## src/csc_pkg.sv

```systemverilog
// constants and types shared by the core system-control register bank
package csc_pkg;

  localparam int unsigned ADDR_W = 8;
  localparam int unsigned DATA_W = 8;

  // register addresses
  localparam logic [7:0] ADDR_FLAGS = 8'h00;
  localparam logic [7:0] ADDR_SP = 8'h02;
  localparam logic [7:0] ADDR_CLKMD = 8'h03;
  localparam logic [7:0] ADDR_INTEN = 8'h04;
  localparam logic [7:0] ADDR_INTRQ = 8'h05;
  localparam logic [7:0] ADDR_INTCLR = 8'h07;
  localparam logic [7:0] ADDR_EDGESEL = 8'h08;
  localparam logic [7:0] ADDR_PAIE = 8'h09;

  // arithmetic status flag positions
  localparam int unsigned FLAG_OV = 3;
  localparam int unsigned FLAG_AC = 2;
  localparam int unsigned FLAG_C = 1;
  localparam int unsigned FLAG_Z = 0;

  // clock-mode field positions
  localparam int unsigned CLKMD_SEL_MSB = 7;
  localparam int unsigned CLKMD_SEL_LSB = 5;
  localparam int unsigned CLKMD_FAST_EN = 4;
  localparam int unsigned CLKMD_TYPE = 3;
  localparam int unsigned CLKMD_SLOW_EN = 2;
  localparam int unsigned CLKMD_WDT_EN = 1;
  localparam int unsigned CLKMD_RSTPIN = 0;

  // interrupt source positions, shared by enable, request and clear
  localparam int unsigned IRQ_THIRD_TMR = 7;
  localparam int unsigned IRQ_SECOND_TMR = 6;
  localparam int unsigned IRQ_PWM = 5;
  localparam int unsigned IRQ_CMP = 4;
  localparam int unsigned IRQ_T16 = 2;
  localparam int unsigned IRQ_PB = 1;
  localparam int unsigned IRQ_PA = 0;
  localparam logic [7:0] IRQ_IMPL_MASK = 8'hf7;

  // values after reset and fixed read values
  localparam logic [3:0] FLAGS_RST = 4'h4;
  localparam logic [3:0] FLAGS_RSVD_READ = 4'hf;
  localparam logic [7:0] SP_RST = 8'h00;
  localparam logic [7:0] CLKMD_RST = 8'hf6;
  localparam logic [7:0] INTEN_RST = 8'h00;
  localparam logic [7:0] INTRQ_RST = 8'h00;
  localparam logic [3:0] EDGESEL_RST = 4'h0;
  localparam logic PAIE_RST = 1'b1;
  localparam logic [7:0] RD_UNMAPPED = 8'h00;

  // edge selection codes for the edge-sensing pins
  localparam logic [1:0] EDGE_BOTH = 2'h0;
  localparam logic [1:0] EDGE_RISE = 2'h1;
  localparam logic [1:0] EDGE_FALL = 2'h2;

  typedef enum logic [1:0] {CSC_OP_ADD, CSC_OP_SUB, CSC_OP_LOGIC, CSC_OP_SHIFT} csc_alu_op_type;

  typedef enum logic [1:0] {CSC_SRC_FAST, CSC_SRC_SLOW, CSC_SRC_XTAL, CSC_SRC_NONE} csc_clk_src_type;

  // system clock choice: source, divide as a power of two, reserved code
  typedef struct packed {
    csc_clk_src_type src;
    logic [2:0] div_log2;
    logic rsvd;
  } csc_clk_sel_type;

  localparam csc_clk_sel_type CLK_TYPE0 [8] = '{
    '{CSC_SRC_FAST, 3'h2, 1'b0}, '{CSC_SRC_FAST, 3'h1, 1'b0},
    '{CSC_SRC_NONE, 3'h0, 1'b1}, '{CSC_SRC_XTAL, 3'h2, 1'b0},
    '{CSC_SRC_XTAL, 3'h1, 1'b0}, '{CSC_SRC_XTAL, 3'h0, 1'b0},
    '{CSC_SRC_SLOW, 3'h2, 1'b0}, '{CSC_SRC_SLOW, 3'h0, 1'b0}};

  localparam csc_clk_sel_type CLK_TYPE1 [8] = '{
    '{CSC_SRC_FAST, 3'h4, 1'b0}, '{CSC_SRC_FAST, 3'h3, 1'b0},
    '{CSC_SRC_SLOW, 3'h4, 1'b0}, '{CSC_SRC_FAST, 3'h5, 1'b0},
    '{CSC_SRC_FAST, 3'h6, 1'b0}, '{CSC_SRC_XTAL, 3'h3, 1'b0},
    '{CSC_SRC_NONE, 3'h0, 1'b1}, '{CSC_SRC_NONE, 3'h0, 1'b1}};

endpackage : csc_pkg

```

## src/csc_core_regs.sv

```systemverilog
// core system-control register bank: flags, stack pointer, clock mode, interrupts
//
// Operation
// - status register bits 7..4 always read back as ones.
// - bit 3 is set on signed overflow; software may read and write it.
// - bit 2 is nibble carry on add, nibble borrow on subtract.
// - bit 1 is carry on add, borrow on subtract; shifts through carry update it.
// - bit 0 is set for a zero result, cleared for non-zero.
// - stack pointer is read/write; software keeps its bit 0 at zero.
// - clock-mode bit 3 picks one of two selector tables; resets to 0.
// - bits 7..5 choose the system clock per table; reserved codes; reset 111.
// - clock-mode bit 4 enables the fast RC oscillator; resets to 1.
// - bit 2 enables slow RC oscillator, reset 1; clearing it stops watchdog.
// - bit 1 enables the watchdog timer; resets to 1.
// - bit 0 selects shared pin as IO (0) or reset input (1); reset 0.
// - enable register has one read/write bit per source; bit 3 reserved.
// - each source sets its request bit at the same position; bit 3 reserved.
// - sixteen-bit timer event sets request bit 2; enable bit 2 gates only the interrupt.
// - pin edge select: 00 both, 01 rising, 10 falling, 11 reserved.
// - port-A input disabled means no request and no wake from that pin.
`timescale 1ns/100ps

module csc_core_regs (
  input wire logic clk_i,
  input wire logic arst_n_i,
  input wire logic [7:0] reg_addr_i,
  input wire logic [7:0] reg_wdata_i,
  input wire logic reg_wr_i,
  input wire logic reg_rd_i,
  output logic [7:0] reg_rdata_o,
  input wire logic alu_valid_i,
  input wire csc_pkg::csc_alu_op_type alu_op_i,
  input wire logic [7:0] alu_a_i,
  input wire logic [7:0] alu_b_i,
  input wire logic alu_cin_i,
  input wire logic [7:0] alu_logic_res_i,
  input wire logic alu_shift_c_i,
  output logic [3:0] arith_flags_o,
  output logic [7:0] stack_pointer_o,
  input wire logic third_timer_evt_i,
  input wire logic second_timer_evt_i,
  input wire logic pwm_generator_zero_evt_i,
  input wire logic comparator_evt_i,
  input wire logic sixteen_bit_timer_evt_i,
  input wire logic port_a_edge_pin_i,
  input wire logic port_b_edge_pin_i,
  output csc_pkg::csc_clk_src_type sys_clk_src_o,
  output logic [2:0] sys_clk_div_log2_o,
  output logic sys_clk_sel_rsvd_o,
  output logic fast_internal_rc_osc_en_o,
  output logic slow_internal_rc_osc_en_o,
  output logic watchdog_en_o,
  output logic external_reset_input_sel_o,
  output logic port_a_wake_o,
  output logic irq_o
);

  typedef struct packed {
    logic ov;
    logic ac;
    logic c;
    logic z;
    logic [7:0] sp;
    logic [7:0] clkmd;
    logic [7:0] inten;
    logic [7:0] intrq;
    logic [3:0] edge_sel;
    logic pa_in_en;
    logic [1:0] pin_s1;
    logic [1:0] pin_s2;
    logic [1:0] pin_prev;
    logic [7:0] rd_data;
    csc_pkg::csc_clk_sel_type clk_sel;
    logic wdt_run;
    logic irq;
    logic pa_wake;
  } csc_state_type;

  localparam csc_state_type STATE_RST = '{
    ov: csc_pkg::FLAGS_RST[csc_pkg::FLAG_OV],
    ac: csc_pkg::FLAGS_RST[csc_pkg::FLAG_AC],
    c: csc_pkg::FLAGS_RST[csc_pkg::FLAG_C],
    z: csc_pkg::FLAGS_RST[csc_pkg::FLAG_Z],
    sp: csc_pkg::SP_RST,
    clkmd: csc_pkg::CLKMD_RST,
    inten: csc_pkg::INTEN_RST,
    intrq: csc_pkg::INTRQ_RST,
    edge_sel: csc_pkg::EDGESEL_RST,
    pa_in_en: csc_pkg::PAIE_RST,
    pin_s1: 2'h0,
    pin_s2: 2'h0,
    pin_prev: 2'h0,
    rd_data: csc_pkg::RD_UNMAPPED,
    clk_sel: csc_pkg::CLK_TYPE0[3'h7],
    wdt_run: csc_pkg::CLKMD_RST[csc_pkg::CLKMD_WDT_EN] & csc_pkg::CLKMD_RST[csc_pkg::CLKMD_SLOW_EN],
    irq: 1'b0,
    pa_wake: 1'b0
  };

  csc_state_type q;
  csc_state_type d;

  logic [8:0] add_sum;
  logic [4:0] add_lo;
  logic [8:0] sub_diff;
  logic [4:0] sub_lo;
  logic add_ov;
  logic sub_ov;
  logic pa_hit;
  logic pb_hit;
  logic [7:0] hw_set;

  // true when the selected edge shows between two synchronised samples
  function automatic logic edge_hit(input logic [1:0] sel, input logic prev, input logic cur);
    logic hit;
    hit = 1'b0;
    case (sel)
      csc_pkg::EDGE_BOTH: hit = prev ^ cur;
      csc_pkg::EDGE_RISE: hit = ~prev & cur;
      csc_pkg::EDGE_FALL: hit = prev & ~cur;
      default: hit = 1'b0; // reserved code raises nothing
    endcase
    return hit;
  endfunction : edge_hit

  function automatic csc_pkg::csc_clk_sel_type clk_decode(input logic [2:0] code,
                                                          input logic table_one);
    csc_pkg::csc_clk_sel_type sel;
    sel = table_one ? csc_pkg::CLK_TYPE1[code] : csc_pkg::CLK_TYPE0[code];
    return sel;
  endfunction : clk_decode

  // arithmetic with carry or borrow in; bit 8 and bit 4 are the carries out
  assign add_sum = {1'b0, alu_a_i} + {1'b0, alu_b_i} + {8'h00, alu_cin_i};
  assign add_lo = {1'b0, alu_a_i[3:0]} + {1'b0, alu_b_i[3:0]} + {4'h0, alu_cin_i};
  assign sub_diff = {1'b0, alu_a_i} - {1'b0, alu_b_i} - {8'h00, alu_cin_i};
  assign sub_lo = {1'b0, alu_a_i[3:0]} - {1'b0, alu_b_i[3:0]} - {4'h0, alu_cin_i};
  assign add_ov = (alu_a_i[7] == alu_b_i[7]) && (add_sum[7] != alu_a_i[7]);
  assign sub_ov = (alu_a_i[7] != alu_b_i[7]) && (sub_diff[7] != alu_a_i[7]);

  always_comb begin
    d = q;
    d.rd_data = csc_pkg::RD_UNMAPPED;

    // pins cross from outside: two flops before the edge detector looks
    d.pin_s1 = {port_b_edge_pin_i, port_a_edge_pin_i};
    d.pin_s2 = q.pin_s1;
    d.pin_prev = q.pin_s2;
    pa_hit = q.pa_in_en & edge_hit(q.edge_sel[1:0], q.pin_prev[0], q.pin_s2[0]);
    pb_hit = edge_hit(q.edge_sel[3:2], q.pin_prev[1], q.pin_s2[1]);
    d.pa_wake = q.pa_in_en & (q.pin_prev[0] ^ q.pin_s2[0]);

    hw_set = 8'h00;
    hw_set[csc_pkg::IRQ_THIRD_TMR] = third_timer_evt_i;
    hw_set[csc_pkg::IRQ_SECOND_TMR] = second_timer_evt_i;
    hw_set[csc_pkg::IRQ_PWM] = pwm_generator_zero_evt_i;
    hw_set[csc_pkg::IRQ_CMP] = comparator_evt_i;
    hw_set[csc_pkg::IRQ_T16] = sixteen_bit_timer_evt_i;
    hw_set[csc_pkg::IRQ_PB] = pb_hit;
    hw_set[csc_pkg::IRQ_PA] = pa_hit;

    if (reg_wr_i) begin
      case (reg_addr_i)
        csc_pkg::ADDR_FLAGS: begin
          d.ov = reg_wdata_i[csc_pkg::FLAG_OV];
          d.ac = reg_wdata_i[csc_pkg::FLAG_AC];
          d.c = reg_wdata_i[csc_pkg::FLAG_C];
          d.z = reg_wdata_i[csc_pkg::FLAG_Z];
        end
        // bit 0 is stored as written; keeping it even is software's job
        csc_pkg::ADDR_SP: d.sp = reg_wdata_i;
        csc_pkg::ADDR_CLKMD: d.clkmd = reg_wdata_i;
        csc_pkg::ADDR_INTEN: d.inten = reg_wdata_i & csc_pkg::IRQ_IMPL_MASK;
        csc_pkg::ADDR_INTRQ: d.intrq = reg_wdata_i;
        csc_pkg::ADDR_INTCLR: d.intrq = q.intrq & ~reg_wdata_i;
        csc_pkg::ADDR_EDGESEL: d.edge_sel = reg_wdata_i[3:0];
        csc_pkg::ADDR_PAIE: d.pa_in_en = reg_wdata_i[0];
        default: d.intrq = q.intrq;
      endcase
    end

    // hardware sets win over a software clear in the same cycle
    d.intrq = (d.intrq | hw_set) & csc_pkg::IRQ_IMPL_MASK;

    // the core's flag update lands after a same-cycle software write
    if (alu_valid_i) begin
      unique case (alu_op_i)
        csc_pkg::CSC_OP_ADD: begin
          d.ov = add_ov;
          d.ac = add_lo[4];
          d.c = add_sum[8];
          d.z = (add_sum[7:0] == 8'h00);
        end
        csc_pkg::CSC_OP_SUB: begin
          d.ov = sub_ov;
          d.ac = sub_lo[4];
          d.c = sub_diff[8];
          d.z = (sub_diff[7:0] == 8'h00);
        end
        csc_pkg::CSC_OP_LOGIC: d.z = (alu_logic_res_i == 8'h00);
        csc_pkg::CSC_OP_SHIFT: d.c = alu_shift_c_i;
      endcase
    end

    if (reg_rd_i) begin
      case (reg_addr_i)
        csc_pkg::ADDR_FLAGS: d.rd_data = {csc_pkg::FLAGS_RSVD_READ, q.ov, q.ac, q.c, q.z};
        csc_pkg::ADDR_SP: d.rd_data = q.sp;
        csc_pkg::ADDR_CLKMD: d.rd_data = q.clkmd;
        csc_pkg::ADDR_INTEN: d.rd_data = q.inten;
        csc_pkg::ADDR_INTRQ: d.rd_data = q.intrq;
        csc_pkg::ADDR_EDGESEL: d.rd_data = {4'h0, q.edge_sel};
        csc_pkg::ADDR_PAIE: d.rd_data = {7'h00, q.pa_in_en};
        default: d.rd_data = csc_pkg::RD_UNMAPPED;
      endcase
    end

    // decoded outputs follow the next register value so they line up with it
    d.clk_sel = clk_decode(d.clkmd[csc_pkg::CLKMD_SEL_MSB:csc_pkg::CLKMD_SEL_LSB],
                           d.clkmd[csc_pkg::CLKMD_TYPE]);
    d.wdt_run = d.clkmd[csc_pkg::CLKMD_WDT_EN] & d.clkmd[csc_pkg::CLKMD_SLOW_EN];
    d.irq = |(d.intrq & d.inten);
  end

  always_ff @(posedge clk_i or negedge arst_n_i) begin
    if (!arst_n_i) begin
      q <= STATE_RST;
    end else begin
      q <= d;
    end
  end

  assign reg_rdata_o = q.rd_data;
  assign arith_flags_o = {q.ov, q.ac, q.c, q.z};
  assign stack_pointer_o = q.sp;
  assign sys_clk_src_o = q.clk_sel.src;
  assign sys_clk_div_log2_o = q.clk_sel.div_log2;
  assign sys_clk_sel_rsvd_o = q.clk_sel.rsvd;
  assign fast_internal_rc_osc_en_o = q.clkmd[csc_pkg::CLKMD_FAST_EN];
  assign slow_internal_rc_osc_en_o = q.clkmd[csc_pkg::CLKMD_SLOW_EN];
  assign watchdog_en_o = q.wdt_run;
  assign external_reset_input_sel_o = q.clkmd[csc_pkg::CLKMD_RSTPIN];
  assign port_a_wake_o = q.pa_wake;
  assign irq_o = q.irq;
endmodule : csc_core_regs

```

## config.mk

```make
export PLATFORM = sky130hd
export DESIGN_NAME = csc_core_regs
export DESIGN_NICKNAME = d
export VERILOG_FILES = /design/src/csc_pkg.sv /design/src/csc_core_regs.sv
export SDC_FILE = /design/constraint.sdc
export NUM_CORES = 1
export LEC_CHECK = 0
export BUFFER_PORTS_ARGS = -buffer_cell sky130_fd_sc_hd__buf_2
export CAP_MARGIN = 10
export CORE_MARGIN = 1
export CORE_UTILIZATION = 42
export CTS_BUF_LIST = sky130_fd_sc_hd__clkbuf_2
export CTS_CLUSTER_SIZE = 14
export DETAILED_ROUTE_END_ITERATION = 6
export MAX_ROUTING_LAYER = met4
export PLACE_DENSITY = 0.63
export SETUP_SLACK_MARGIN = 0.2
export SLEW_MARGIN = 20
export SYNTH_ARGS = -nofsm -noshare
export SYNTH_HDL_FRONTEND = slang
export SYNTH_SLANG_ARGS = --single-unit
```

## constraint.sdc

```tcl
create_clock -name clk_i -period 1.7 [get_ports clk_i]
set_clock_uncertainty 0.1 [all_clocks]
set_input_delay 0.17 -clock clk_i [delete_from_list [all_inputs] [get_ports clk_i]]
set_output_delay 0.17 -clock clk_i [all_outputs]
set_load 0.02 [all_outputs]
```

# Word level (Yosys, flattened, before mapping)
# Memories as Yosys holds them, arrays and structs flattened.
# Index checks and enable logic that the tools add are counted.
# Widths: inputs -> output; s select.
[word_totals]
register_bits = 63
mem_bits_ro = 96
input_bits = 56
memories = 2
[memory_table]
columns = ["name", "depth", "width", "read_ports", "rd_ports_with_merged_regs", "wr", "line_no", "text"]
rows = [
  ["(no name shown)", 8, 6, 1, 0, 0, "csc_core_regs.sv:129", "sel = table_one ? csc_pkg::CLK_TYPE1[code] : csc_pkg::CLK_TYPE0[code];"],
  ["(no name shown)", 8, 6, 1, 0, 0, "csc_core_regs.sv:129", ""],
]
[op_classes]
add_sub_neg = 8
order_cmp = 1
eq_ne = 18
mux = 21
n_bitwise = 18
reduce_logical = 14
[op_table]
columns = ["op", "count"]
rows = [
  ["$pmux 8 s7", 1],
  ["$mux 41", 1],
  ["$logic_not 8->1", 4],
  ["$mux 8", 4],
  ["$mux 6", 5],
  ["$eq 8x3->1 const B", 3],
  ["$and 8x8->8", 2],
  ["$eq 8x2->1 const B", 2],
  ["$eq 8x4->1 const B", 2],
  ["$pmux 8 s2", 1],
  ["$mux 4", 3],
  ["$pmux 1 s3", 4],
  ["$add 8x8->9", 1],
  ["$add 9x1->9", 1],
  ["$sub 8x8->9", 1],
  ["$sub 9x1->9", 1],
  ["$eq 2x2->1 const B", 4],
  ["$not 8->8", 1],
  ["$or 8x8->8", 1],
  ["$reduce_and 2->1", 4],
  ["$reduce_or 8->1", 1],
  ["$and 1x1->1", 7],
  ["$eq 2x1->1 const B", 3],
  ["$logic_not 2->1", 3],
  ["13 further kinds", 20],
]

# Logic depth before layout (Yosys ltp)
# Gate-level depths: netlist (run 1).
[depth]
depth_word = 9
depth_mapped = 11
ltp_nobuf = 11

# Worst setup path before layout (run 1)
# OpenSTA, ideal clock, no wires.
[synth_path]
path_kind = "in2reg"
from = "input reg_addr_i[5]"
to = "register q, in the netlist irq_o"
setup_ps = 141
arrival_time_ps = 2358
path_slack_ps = -898
path_stages = 9
path_buffers = 2
cell_sequence = "or4_1 > or3_1 > buf_2 > or2_1 > buf_6 > mux2_4 > a21boi_1 > a2111oi_2 > nand4b_1"
[synth_lines]
columns = ["element", "line_no", "text"]
rows = [
  ["from (decl)", "csc_core_regs.sv:26", "input wire logic [7:0] reg_addr_i,"],
  ["to (signal assigned)", "csc_core_regs.sv:227", "q <= STATE_RST;"],
  ["to (signal assigned)", "csc_core_regs.sv:229", "q <= d;"],
  ["to (decl)", "csc_core_regs.sv:100", "csc_state_type q;"],
]

==> summary.md, run 1 <==
| Metric | Value |
|---|---|
| Outcome | finished, violations left |
| Failing checks | negative setup slack |
| Nets | 723 |
| Slowest stage delay, CP | 0.54 ns |
| Setup crit end kind | flip-flop |
| Fin util | 68.7% |
| Post-route minimum period | 2.02 ns |
| Vias per inst | 5.14 |
| Commonest non-fill, non-tap cell in the layout | buf_4 |
| Initial Utilization | 43.7% |
| WL final | 11.6 mm |
| Register area share after synthesis | 38.5% |
| Max clock buf depth | 2 |
| Via count | 3,946 |
| CTS tree | done |
| CTS H-tree depth | 3 |
| Final hold slack | 0.0245 ns |
| Max-slew violation count | 0 |
| Netlist cell types | 53 |
| Unrepaired setup endpoints after global routing | true |
| Root buf cell | clkbuf_2 |
| Area post-placement | 5360 µm² |
| Number of port buffers | 87 |
| Die area | 10,100 µm² |
| Worst slew pin tran | 0.369 ns |
| Finished Layout Cells | 768 |
| Area Growth Syn to Fin | 57.2% |
| # DRC | 0 |
| CP required | 2.00 ns |
| Hold Path End | reg_rdata_o[2]$_DFF_PN0_ |
| Worst vdd ir | 0.292 mV |
| Post-Syn Area | 4060 µm² |
| Slew headroom | 74.7% |
| Worst path bufs/invs | 1 |
| Placed insts | 695 |
| Die Width | 100 µm |
| Pwr dens | 562 nW/µm² |
| R2R Path End | irq_o$_DFF_PN0_ |
| Clk_lat worst skew | 0.52 ns |
| Die Ht | 100 µm |
| FF+latch count, synth | 62 |
| Post-DP HPWL | 8.09 mm |
| Core Footprint | 9280 µm² |
| Final setup viols | 24 |
| Crit share post-route | 119% |
| Endpoints failing hold | 0 |
| R2r startpoint | q[17]$_DFF_PN0_ |
| Antenna diodes | 0 |
| Min-delay src | reg_addr_i[2] |
| First-pass GRT wire length | 18.5 mm |
| CP Launch Type | input pin |
| R2R setup slack | -0.01 ns |
| Synthesized Nets | 513 |
| Synth warn | 0 |
| Antenna viol nets, final | 0 |
| Placer congestion estimate | 0.908 |
| Gate family responsible for the most delay along the worst path | simple AND/OR/NAND/NOR gates |
| Ys flop type | dfrtp_1 |
| Final design area excluding fillers | 6380 µm² |
| Hold crit path type | input pin to flip-flop |
| Avg Cell Area, Syn | 9.58 µm² |
| Num ports | 88 |
| Post-synth EDFFs | 0 |
| TritonCTS Sinks | 62 |
| Vias in the first global route | 3,990 |
| Static Leak | 0.00308 µW |
| DR pass1 iterations | 4 |
| R2R depth | 9 |
| CP arrival | 2.32 ns |
| TritonCTS buffer count | 9 |
| Ys async rst share | 100% |
| Slowest CP cell | or4_4 |
| Rows | 35 |
| Total grt overflow | 0 |
| CP Max Fanout | 4 |
| Fmax | 495 MHz |
| Layout cell share with drive strength beyond 1 | 51.5% |
| Commonest cells after routing, fill and taps aside | 89 x buf_4, 76 x buf_2, 52 x dfrtp_1 |
| Crit Path Class | input pin to flip-flop |
| Crit-path cells | buf_6 -> or4_4 -> or3_4 -> or2_4 -> mux2_1 -> a21boi_1 -> a2111oi_2 -> nand4b_1 |
| Initial antenna violation count | 0 |
| Cells after Synth | 424 |
| Final WS setup | -0.321 ns |
| DR iter-0 viols | 170 |
| Max_cap viols | 0 |
| Hold depth | 4 |
| Clock transition at the registers of the reported paths | 0.18 ns |
| Tot GR Track Use | 24.6% |
| Pin count of the biggest net entering global routing | 63 |
| Avg WL per Cell | 15.2 µm |
-- per-layer routing --
layer  wire length (µm)  track usage (%)
met5                  0                -
met3                630             3.83
met4                349             11.7
met1               4640             27.6
met2               6020             42.9
-- state kept, by name, indices dropped and copies added, names as in the netlist, 2 cells and up --
name	count
d	4
reg_rdata_o	8
stack_pointer_o	8
sys_clk_src_o	2
q	26
sys_clk_div_log2_o	3
arith_flags_o	4
-- tightest hold or removal path, delay by kind of cell --
kind / cells / cell delay [ns]
buffers and inverters: 2 / 0.26
AOI/OAI and AO/OA: 1 / 0.08
and+or+nand+nor: 1 / 0.12
-- repair_timing --
item | CTS | global route
hold buffers | 25 | 0
gates cloned | 0 | 0
endpoints found under the setup margin | 31 | 52
pin swaps | 36 | 14
hold endpoints to repair | 106 | 0
gates resized for setup | 80 | 30
buffers inserted | 26 | 6
-- Yosys cell counts, types with 9 or more instances --
cell / n / share of area, %
dfrtp_1: 52 / 32
dfstp_2: 10 / 6.5
buf_4: 25 / 4.6
mux2i_1: 11 / 2.7
nor3_1: 17 / 2.1
a21oi_1: 27 / 3.3
mux2_2: 22 / 6.1
clkbuf_1: 12 / 1.1
o21ai_0: 12 / 1.5
ha_1: 29 / 8.9
inv_1: 37 / 3.4
nor2_1: 20 / 1.8
xnor2_1: 10 / 2.2
nand2_1: 33 / 3.1
a31oi_1: 9 / 1.4
-- area by class of cell --
cell class	instances	area, µm²
clock inverters	7	48.8
repair buffers	238	1880
clock buffers	9	45.0
well taps	129	161
inverters	37	141
multi-input cells	286	2540
fillers	715	2900
flip-flops and latches	62	1560
-- cell families (layout without fill, tap and decap cells) --
family,Yosys count,after routing,share of synthesized area [%]
simple gates,114,114,14.1
mux,37,37,10.0
fa+ha+maj,33,33,10.9
buf+inv,76,291,9.55
compound gates,88,88,13.9
xor+xnor,14,14,3.02
flops,62,62,38.5
-- where the power goes --
| group | switching, µW | leakage, µW | internal (µW) |
|---|---|---|---|
| Clock | 580 | 0.0000620 | 194 |
| Combinational | 572 | 0.00226 | 626 |
| Sequential | 53.6 | 0.000765 | 1560 |
-- worst max-delay path by stage --
stage	startpoint	endpoint	slack, ns	cells past startpoint
after global placement	reg_addr_i[5]	irq_o$_DFF_PN0_	-0.88	8
after floorplan	reg_addr_i[5]	irq_o$_DFF_PN0_	-0.84	9
final	reg_addr_i[5]	irq_o$_DFF_PN0_	-0.32	8
after detailed placement	reg_addr_i[5]	irq_o$_DFF_PN0_	-0.93	8
after global routing	reg_addr_i[5]	irq_o$_DFF_PN0_	-0.36	8
after CTS	reg_addr_i[5]	irq_o$_DFF_PN0_	-0.28	8
-- stage by stage --
step	worst slack [ns]	TNS (ns)	total power, µW
after detailed placement	-0.930	-21.67	2620
after global routing	-0.358	-3.91	3790
final	-0.321	-3.28	3580
after global placement	-0.879	-21.07	2590
after CTS	-0.279	-1.36	3550
after floorplan	-0.839	-8.25	2210
Power figures use the tool's default switching activity.
==> inputs of run 2 (changes only) <==
--- a/config.mk
+++ b/config.mk
@@ -7,15 +7,18 @@
 export LEC_CHECK = 0
 export BUFFER_PORTS_ARGS = -buffer_cell sky130_fd_sc_hd__buf_2
 export CAP_MARGIN = 10
+export CELL_PAD_IN_SITES_DETAIL_PLACEMENT = 2
+export CELL_PAD_IN_SITES_GLOBAL_PLACEMENT = 2
 export CORE_MARGIN = 1
-export CORE_UTILIZATION = 42
+export CORE_UTILIZATION = 35
 export CTS_BUF_LIST = sky130_fd_sc_hd__clkbuf_2
 export CTS_CLUSTER_SIZE = 14
 export DETAILED_ROUTE_END_ITERATION = 6
 export MAX_ROUTING_LAYER = met4
-export PLACE_DENSITY = 0.63
+export PLACE_DENSITY = 0.82
 export SETUP_SLACK_MARGIN = 0.2
 export SLEW_MARGIN = 20
 export SYNTH_ARGS = -nofsm -noshare
 export SYNTH_HDL_FRONTEND = slang
 export SYNTH_SLANG_ARGS = --single-unit
+export TNS_END_PERCENT = 10
==> constraint.sdc (replaced) <==
create_clock -name clk_i -period 1.7 [get_ports clk_i]
set_clock_uncertainty 0.1 [all_clocks]
set_input_delay 0.34 -clock clk_i [delete_from_list [all_inputs] [get_ports clk_i]]
set_output_delay 0.34 -clock clk_i [all_outputs]
set_load 0.02 [all_outputs]
==> summary.md, run 2 (synthesis results as in run 1) <==
| Metric | Value |
|---|---|
| Outcome | finished, violations left |
| Failing checks | design-rule violations, negative hold slack, negative setup slack |
| WL final | 27.9 mm |
| Root buf cell | clkbuf_2 |
| CP arrival | 2.86 ns |
| Crit share post-route | 145% |
| Worst vdd ir | 0.562 mV |
| Final WS setup | -0.764 ns |
| Clk_lat worst skew | 0.65 ns |
| Max-slew violation count | 0 |
| R2R Path End | irq_o$_DFF_PN0_ |
| DR pass1 iterations | 7 |
| CP Max Fanout | 3 |
| Comb pwr share | 34.7% |
| Crit Path Class | input pin to flip-flop |
| Largest register FFs | 26 |
| DR iter-0 viols | 311 |
| Post-route minimum period | 2.46 ns |
| Die Ht | 110 µm |
| Clock power share | 28.2% |
| CP Launch Type | input pin |
| Endpoints failing hold | 1 |
| Area Growth Syn to Fin | 58.5% |
| Sequential power share | 37.1% |
| Slew headroom | 54.3% |
| Via count | 4,779 |
| Tot GR Track Use | 42.1% |
| Total grt overflow | 0 |
| Number of port buffers | 87 |
| Slowest stage delay, CP | 0.64 ns |
| Worst path bufs/invs | 2 |
| # DRC | 3 |
| Max clock buf depth | 2 |
| Net Sw Frac | 38.9% |
| TritonCTS buffer count | 9 |
| Gate family responsible for the most delay along the worst path | compound AO/OA/AOI/OAI gates |
| Vias per inst | 6.38 |
| R2r startpoint | d[17]$_DFF_PN0_ |
| Pwr dens | 697 nW/µm² |
| Antenna viol nets, final | 0 |
| Placer congestion estimate | 0.879 |
| Rows | 38 |
| Nets | 687 |
| Fmax | 406 MHz |
| Worst slew pin tran | 0.686 ns |
| Commonest non-fill, non-tap cell in the layout | buf_4 |
| Num ports | 88 |
| R2R depth | 8 |
| Post-DP HPWL | 13.1 mm |
| Sw Pwr | 1740 µW |
| TritonCTS Sinks | 62 |
| Min-delay src | reg_wdata_i[6] |
| First-pass GRT wire length | 34.3 mm |
| Die Width | 110 µm |
| Avg WL per Cell | 37.2 µm |
| Hold Path End | q[42]$_DFF_PN0_ |
| Internal power | 2740 µW |
| Pin count of the biggest net entering global routing | 34 |
| Hold crit path type | input pin to flip-flop |
| Static Leak | 0.00296 µW |
| Slowest CP cell | fa_2 |
| Commonest cells after routing, fill and taps aside | 82 x buf_4, 53 x buf_6, 52 x dfrtp_1 |
| Vias in the first global route | 5,139 |
| Layout cell share with drive strength beyond 1 | 54.9% |
| CTS Hold Bufs | 8 |
| Unrepaired setup endpoints after global routing | true |
| Final hold slack | -0.0686 ns |
| Top reg by flops | q |
| Hold depth | 2 |
| Initial Utilization | 36.7% |
| Setup crit end kind | flip-flop |
| CTS tree | done |
| Clock transition at the registers of the reported paths | 0.33 ns |
| Max_cap viols | 0 |
| R2R setup slack | -0.46 ns |
| Initial antenna violation count | 4 |
| Final setup viols | 48 |
| Fin util | 58.1% |
| Core Footprint | 11,100 µm² |
| Die area | 12,000 µm² |
| CTS H-tree depth | 3 |
| Crit-path cells | buf_8 -> fa_2 -> inv_2 -> ha_4 -> o21ai_4 -> a211oi_4 -> a21o_1 -> a21oi_2 -> xnor2_2 -> o41ai_1 -> a22o_1 |
| CP required | 2.10 ns |
run 2: cell count changes in the layout (fill, tap and decap cells not counted), sizes merged, moves of 2 or more:
cell	delta
buf	-19
dlygate4sd3	-17
diode	+6
bufinv	+2
run 2: worst register-to-register path: cells and delay by family (launching register included):
kind                     cells  cell delay, ns
AND/OR/NAND/NOR              4            0.76
flip-flops                   1            0.49
adder cells (fa/ha/maj)      1            0.30
multiplexers                 1            0.20
AO/OA/AOI/OAI                1            0.19
buffers and inverters        1            0.04
run 2: worst max-delay path by stage:
stage	from	endpoint	slack, ns	cells after the start
after CTS	alu_a_i[0]	arith_flags_o[0]$_DFF_PN0_	-0.53	10
after global placement	reg_addr_i[5]	irq_o$_DFF_PN0_	-1.01	8
after floorplan	reg_addr_i[5]	irq_o$_DFF_PN0_	-1.01	9
after detailed placement	alu_cin_i	arith_flags_o[0]$_DFF_PN0_	-1.23	9
final	alu_cin_i	arith_flags_o[3]$_DFF_PN0_	-0.76	11
after global routing	alu_b_i[0]	arith_flags_o[0]$_DFF_PN0_	-0.76	14
run 2: metrics by stage:
step / cells / setup WS, ns / power, µW / TNS, ns / instance area (µm²)
2_1_floorplan: 424 / -1.01 / 2180 / -19.94 / 4170
3_3_place_gp: 706 / -1.01 / 2580 / -31.74 / 5250
3_5_place_dp: 706 / -1.23 / 2700 / -37.59 / 5250
4_1_cts: 738 / -0.535 / 4060 / -4.69 / 6130
5_1_grt: 748 / -0.759 / 4550 / -10.11 / 6430
6_report: 749 / -0.764 / 4480 / -9.44 / 6430
run 2: power groups by stage:
stage | clock network [µW] | logic (µW) | registers (µW)
global placement | 0 | 949 | 1630
finish | 1270 | 1550 | 1660
CTS | 1140 | 1280 | 1640
detailed placement | 0 | 1050 | 1650
global route | 1280 | 1610 | 1660
floorplan | 0 | 545 | 1630
run 2: per-layer routing:
| layer | vias up | track usage (%) | routed length, µm |
|---|---|---|---|
| met1 | 2389 | 43.5 | 9560 |
| met5 | - | - | 0 |
| met2 | 364 | 72.3 | 13500 |
| met3 | 208 | 12.2 | 2270 |
| li1 | 1818 | - | - |
| met4 | 0 | 22.9 | 2500 |
run 2: cell type report:
cell class | instances | area, µm²
sequential | 62 | 1560
inverter | 37 | 146
clock inverter | 6 | 86.3
multi-input combinational | 286 | 2680
tap | 140 | 175
antenna | 6 | 15.0
clock buffer | 10 | 50.0
fill | 1045 | 4640
timing repair buffer | 202 | 1720
run 2: what timing repair did:
| action | 4_1_cts | 5_1_grt |
|---|---|---|
| hold endpoints to repair | 23 | 1 |
| setup endpoints to repair | 87 | 87 |
| setup buffers | 8 | 5 |
| pin swaps | 39 | 30 |
| gates resized for setup | 159 | 54 |
==> inputs of run 3 (changes only) <==
--- a/config.mk
+++ b/config.mk
@@ -21,4 +21,3 @@
 export SYNTH_ARGS = -nofsm -noshare
 export SYNTH_HDL_FRONTEND = slang
 export SYNTH_SLANG_ARGS = --single-unit
-export TNS_END_PERCENT = 10
==> summary.md, run 3 <==
| Metric | Value |
|---|---|
| Outcome | aborted with a tool error |
| Stopped at | 5_1_grt |
| Error msg | [ERROR GRT-0232] Routing congestion too high. Check the congestion heatmap in the GUI. |
| Ys async rst share | 100% |
| Number of port buffers | 87 |
| Synthesized Nets | 513 |
| TritonCTS Sinks | 62 |
| Total grt overflow | 49 |
| Rows | 38 |
| Num ports | 88 |
| Ys flop type | dfrtp_1 |
| Die Width | 110 µm |
| Root buf cell | clkbuf_2 |
| Initial antenna violation count | 2 |
| Netlist cell types | 53 |
| Synth warn | 0 |
| TritonCTS buffer count | 9 |
| Avg Cell Area, Syn | 9.58 µm² |
| Post-synth EDFFs | 0 |
| Placer congestion estimate | 0.855 |
| Register area share after synthesis | 38.5% |
| Die Ht | 110 µm |
| FF+latch count, synth | 62 |
| Post-Syn Area | 4060 µm² |
| Initial Utilization | 36.7% |
| Cells after Synth | 424 |
| Pin count of the biggest net entering global routing | 63 |
| Share of the synthesized area in the top cell type | 32.0% |
| Count leader, synth | dfrtp_1 |
| Main area contributors after synthesis | dfrtp_1 32%, ha_1 8.9%, dfstp_2 6.5% |
| Max clock buf depth | 2 |
| Top post-synthesis cells by count | 52 x dfrtp_1, 37 x inv_1, 33 x nand2_1 |
| Tot GR Track Use | 73.1% |
| Post-DP HPWL | 12.3 mm |
| CTS H-tree depth | 3 |
| Crit. endpoint post-GRT repair | arith_flags_o[3]$_DFF_PN0_/D |
| Synth area leader | dfrtp_1 |
| Worst EP kind | sequential cell input |
[run 3: cell counts after synthesis]
Identical to the previous run, type by type.
[run 3: layer usage]
layer | track usage, % | overflow
met5 | - | -
met4 | 72.8 | 17
met3 | 54.8 | 1
met2 | 89.4 | 31
met1 | 71.1 | 0
[run 3: cells by family after synthesis]
logic type,share of synthesized area (%)
muxes,10.0
adders and majority gates,10.9
DFF,38.5
xor gates and xnor gates,3.02
AOI/OAI and AO/OA,13.9
buffers and inverters,9.55
and+or+nand+nor,14.1
[run 3: stage by stage]
| stage | instance area, µm² | setup slack, ns | instances |
|---|---|---|---|
| 2_1_floorplan | 4300 | -1.01 | 424 |
| 4_1_cts | 6410 | -0.469 | 760 |
| 3_5_place_dp | 5380 | -1.11 | 708 |
| 3_3_place_gp | 5380 | -1.03 | 708 |
[run 3: repair_timing]
action | 4_1_cts
hold buffers | 7
endpoints found under the hold margin | 70
setup endpoints to repair | 86
setup buffers | 29
gates resized for setup | 160
pin swaps | 42
==> inputs of run 4 (changes only) <==
==> config.mk (replaced) <==
export PLATFORM = sky130hd
export DESIGN_NAME = csc_core_regs
export DESIGN_NICKNAME = d
export VERILOG_FILES = /design/src/csc_pkg.sv /design/src/csc_core_regs.sv
export SDC_FILE = /design/constraint.sdc
export NUM_CORES = 1
export LEC_CHECK = 0
export BUFFER_PORTS_ARGS = -buffer_cell sky130_fd_sc_hd__buf_2
export CAP_MARGIN = 10
export CORE_MARGIN = 1
export CORE_UTILIZATION = 27
export DETAILED_ROUTE_END_ITERATION = 6
export PLACE_DENSITY_LB_ADDON = 0.15
export SLEW_MARGIN = 20
export SYNTH_ARGS = -nofsm -noshare
export SYNTH_HDL_FRONTEND = slang
export SYNTH_SLANG_ARGS = --single-unit
==> summary.md, run 4 (synthesis results as in run 1) <==
| Metric | Value |
|---|---|
| Number of port buffers | 87 |
| Largest register FFs | 26 |
| Hold Path End | d[19]$_DFF_PN0_ |
| Min-delay src | port_a_edge_pin_i |
| Met2 Use GR | 26.5% |
| Post-route minimum period | 2.37 ns |
| R2R depth | 8 |
| DR pass1 iterations | 4 |
| Clk_lat worst skew | 0.33 ns |
| Slew headroom | 75.0% |
| Tot GR Track Use | 15.8% |
| Static Leak | 0.00303 µW |
| First-pass GRT wire length | 19.6 mm |
| DR iter-0 viols | 148 |
| GR Util met3 | 3.31% |
| R2R Path End | irq_o$_DFF_PN0_ |
| Avg WL per Cell | 14.8 µm |
| TritonCTS buffer count | 9 |
| Number of cells on the critical path | 8 |
| Die area | 15,500 µm² |
| Failing checks | negative setup slack |
| Root buf cell | clkbuf_16 |
| Slowest CP cell | or4_4 |
| Placer congestion estimate | 0.794 |
| WL final | 11.8 mm |
| GR peak layer | met2 |
| Setup TNS | -18.70 ns |
| Dpl ws | -1.09 ns |
| Initial Utilization | 27.8% |
| Via count | 3,787 |
| Final setup viols | 55 |
| Hold depth | 1 |
| Worst vdd ir | 0.465 mV |
| Die Width | 125 µm |
| R2r startpoint | d[17]$_DFF_PN0_ |
| CP Max Fanout | 4 |
| Die Ht | 125 µm |
| R2R setup slack | 0.04 ns |
| Commonest cells after routing, fill and taps aside | 94 x buf_4, 82 x buf_2, 52 x dfrtp_1 |
| Crit-path cells | buf_6 -> or4_4 -> or3_4 -> or2_4 -> mux2_2 -> a21boi_1 -> a2111oi_2 -> nand4b_1 |
| Fin util | 43.0% |
| Post-DP HPWL | 9.00 mm |
| Final WS setup | -0.668 ns |
| Pin count of the biggest net entering global routing | 63 |
| CP Launch Type | input pin |
| Antenna diodes | 0 |
| Area Growth Syn to Fin | 54.6% |
| Top reg by flops | q |
| Hold crit path type | input pin to flip-flop |
| # DRC | 0 |
| Pwr dens | 711 nW/µm² |
| Layout cell share with drive strength beyond 1 | 53.4% |
| Nets | 693 |
| Initial antenna violation count | 1 |
| Crit Path Class | input pin to flip-flop |
| Max_cap viols | 0 |
| Rows | 44 |
| Max clock buf depth | 2 |
| Core Footprint | 14,600 µm² |
| Endpoints failing hold | 0 |
| Vias in the first global route | 3,884 |
| Clock transition at the registers of the reported paths | 0.06 ns |
| Worst slew pin tran | 0.365 ns |
| Worst path bufs/invs | 1 |
| Commonest non-fill, non-tap cell in the layout | buf_4 |
| Slowest stage delay, CP | 0.52 ns |
| Vias per inst | 4.78 |
| M1 GR Usage | 20.4% |
| Unrepaired setup endpoints after global routing | true |
| CTS H-tree depth | 3 |
| Fmax | 422 MHz |
| CP required | 1.80 ns |
| Gate family responsible for the most delay along the worst path | simple AND/OR/NAND/NOR gates |
| Total grt overflow | 0 |
| CP arrival | 2.46 ns |
| Antenna viol nets, final | 0 |
| Num ports | 88 |
| Max-slew violation count | 0 |
| Crit share post-route | 139% |
| Setup crit end kind | flip-flop |
| TritonCTS Sinks | 62 |
| Outcome | finished, violations left |
| CTS tree | done |
-- run 4: repair_timing --
action / in CTS / in global routing
setup buffers: 23 / 6
hold buffers: 1 / 0
endpoints found under the setup margin: 51 / 55
hold endpoints to repair: 52 / 0
pin swaps: 31 / 24
resized for setup: 74 / 19
-- run 4: stage by stage --
step                      total power [µW]  instance area, µm²  cells  hold slack, ns
after detailed placement              2650                5430    752           0.239
final                                 4460                6280    793          0.0138
after floorplan                       2210                4290    424         -0.0556
after global placement                2640                5430    752           0.238
after CTS                             4490                6200    792         0.00898
after global routing                  4690                6280    793         0.00842
-- run 4: power breakdown --
| part | switching, µW | internal, µW |
|---|---|---|
| Combinational | 545 | 554 |
| Clock | 707 | 1040 |
| Sequential | 58.9 | 1560 |
| Total | 1310 | 3150 |
-- run 4: how the worst max path moves through the flow --
stage                        startpoint              end
after floorplan           reg_addr_i[5]  irq_o$_DFF_PN0_
after global placement    reg_addr_i[5]  irq_o$_DFF_PN0_
after detailed placement  reg_addr_i[5]  irq_o$_DFF_PN0_
after CTS                 reg_addr_i[5]  irq_o$_DFF_PN0_
after global routing      reg_addr_i[5]  irq_o$_DFF_PN0_
final                     reg_addr_i[5]  irq_o$_DFF_PN0_
-- run 4: layout make-up --
| type | instances | area, µm² |
|---|---|---|
| clock inverters | 6 | 45.0 |
| repair buffers | 208 | 1540 |
| well taps | 184 | 230 |
| multi-input cells | 286 | 2520 |
| flip-flops and latches | 62 | 1560 |
| fillers | 1423 | 8310 |
| inverters | 37 | 141 |
| clock buffers | 10 | 239 |
-- run 4: worst register-to-register path, stage by stage, from the launching register on --
cell and delay (ns):
dfrtp_1 0.39, ha_1 0.30, inv_1 0.04, mux2i_1 0.11, o22ai_1 0.08, nand2_1 0.09
nand2_1 0.09, and2_1 0.17, nand4b_1 0.16
-- run 4: layer usage --
metal,vias up,part of all wire (%)
met5,-,0.068
met3,12,4.8
met4,2,1.2
li1,1831,-
met2,82,49
met1,1860,45
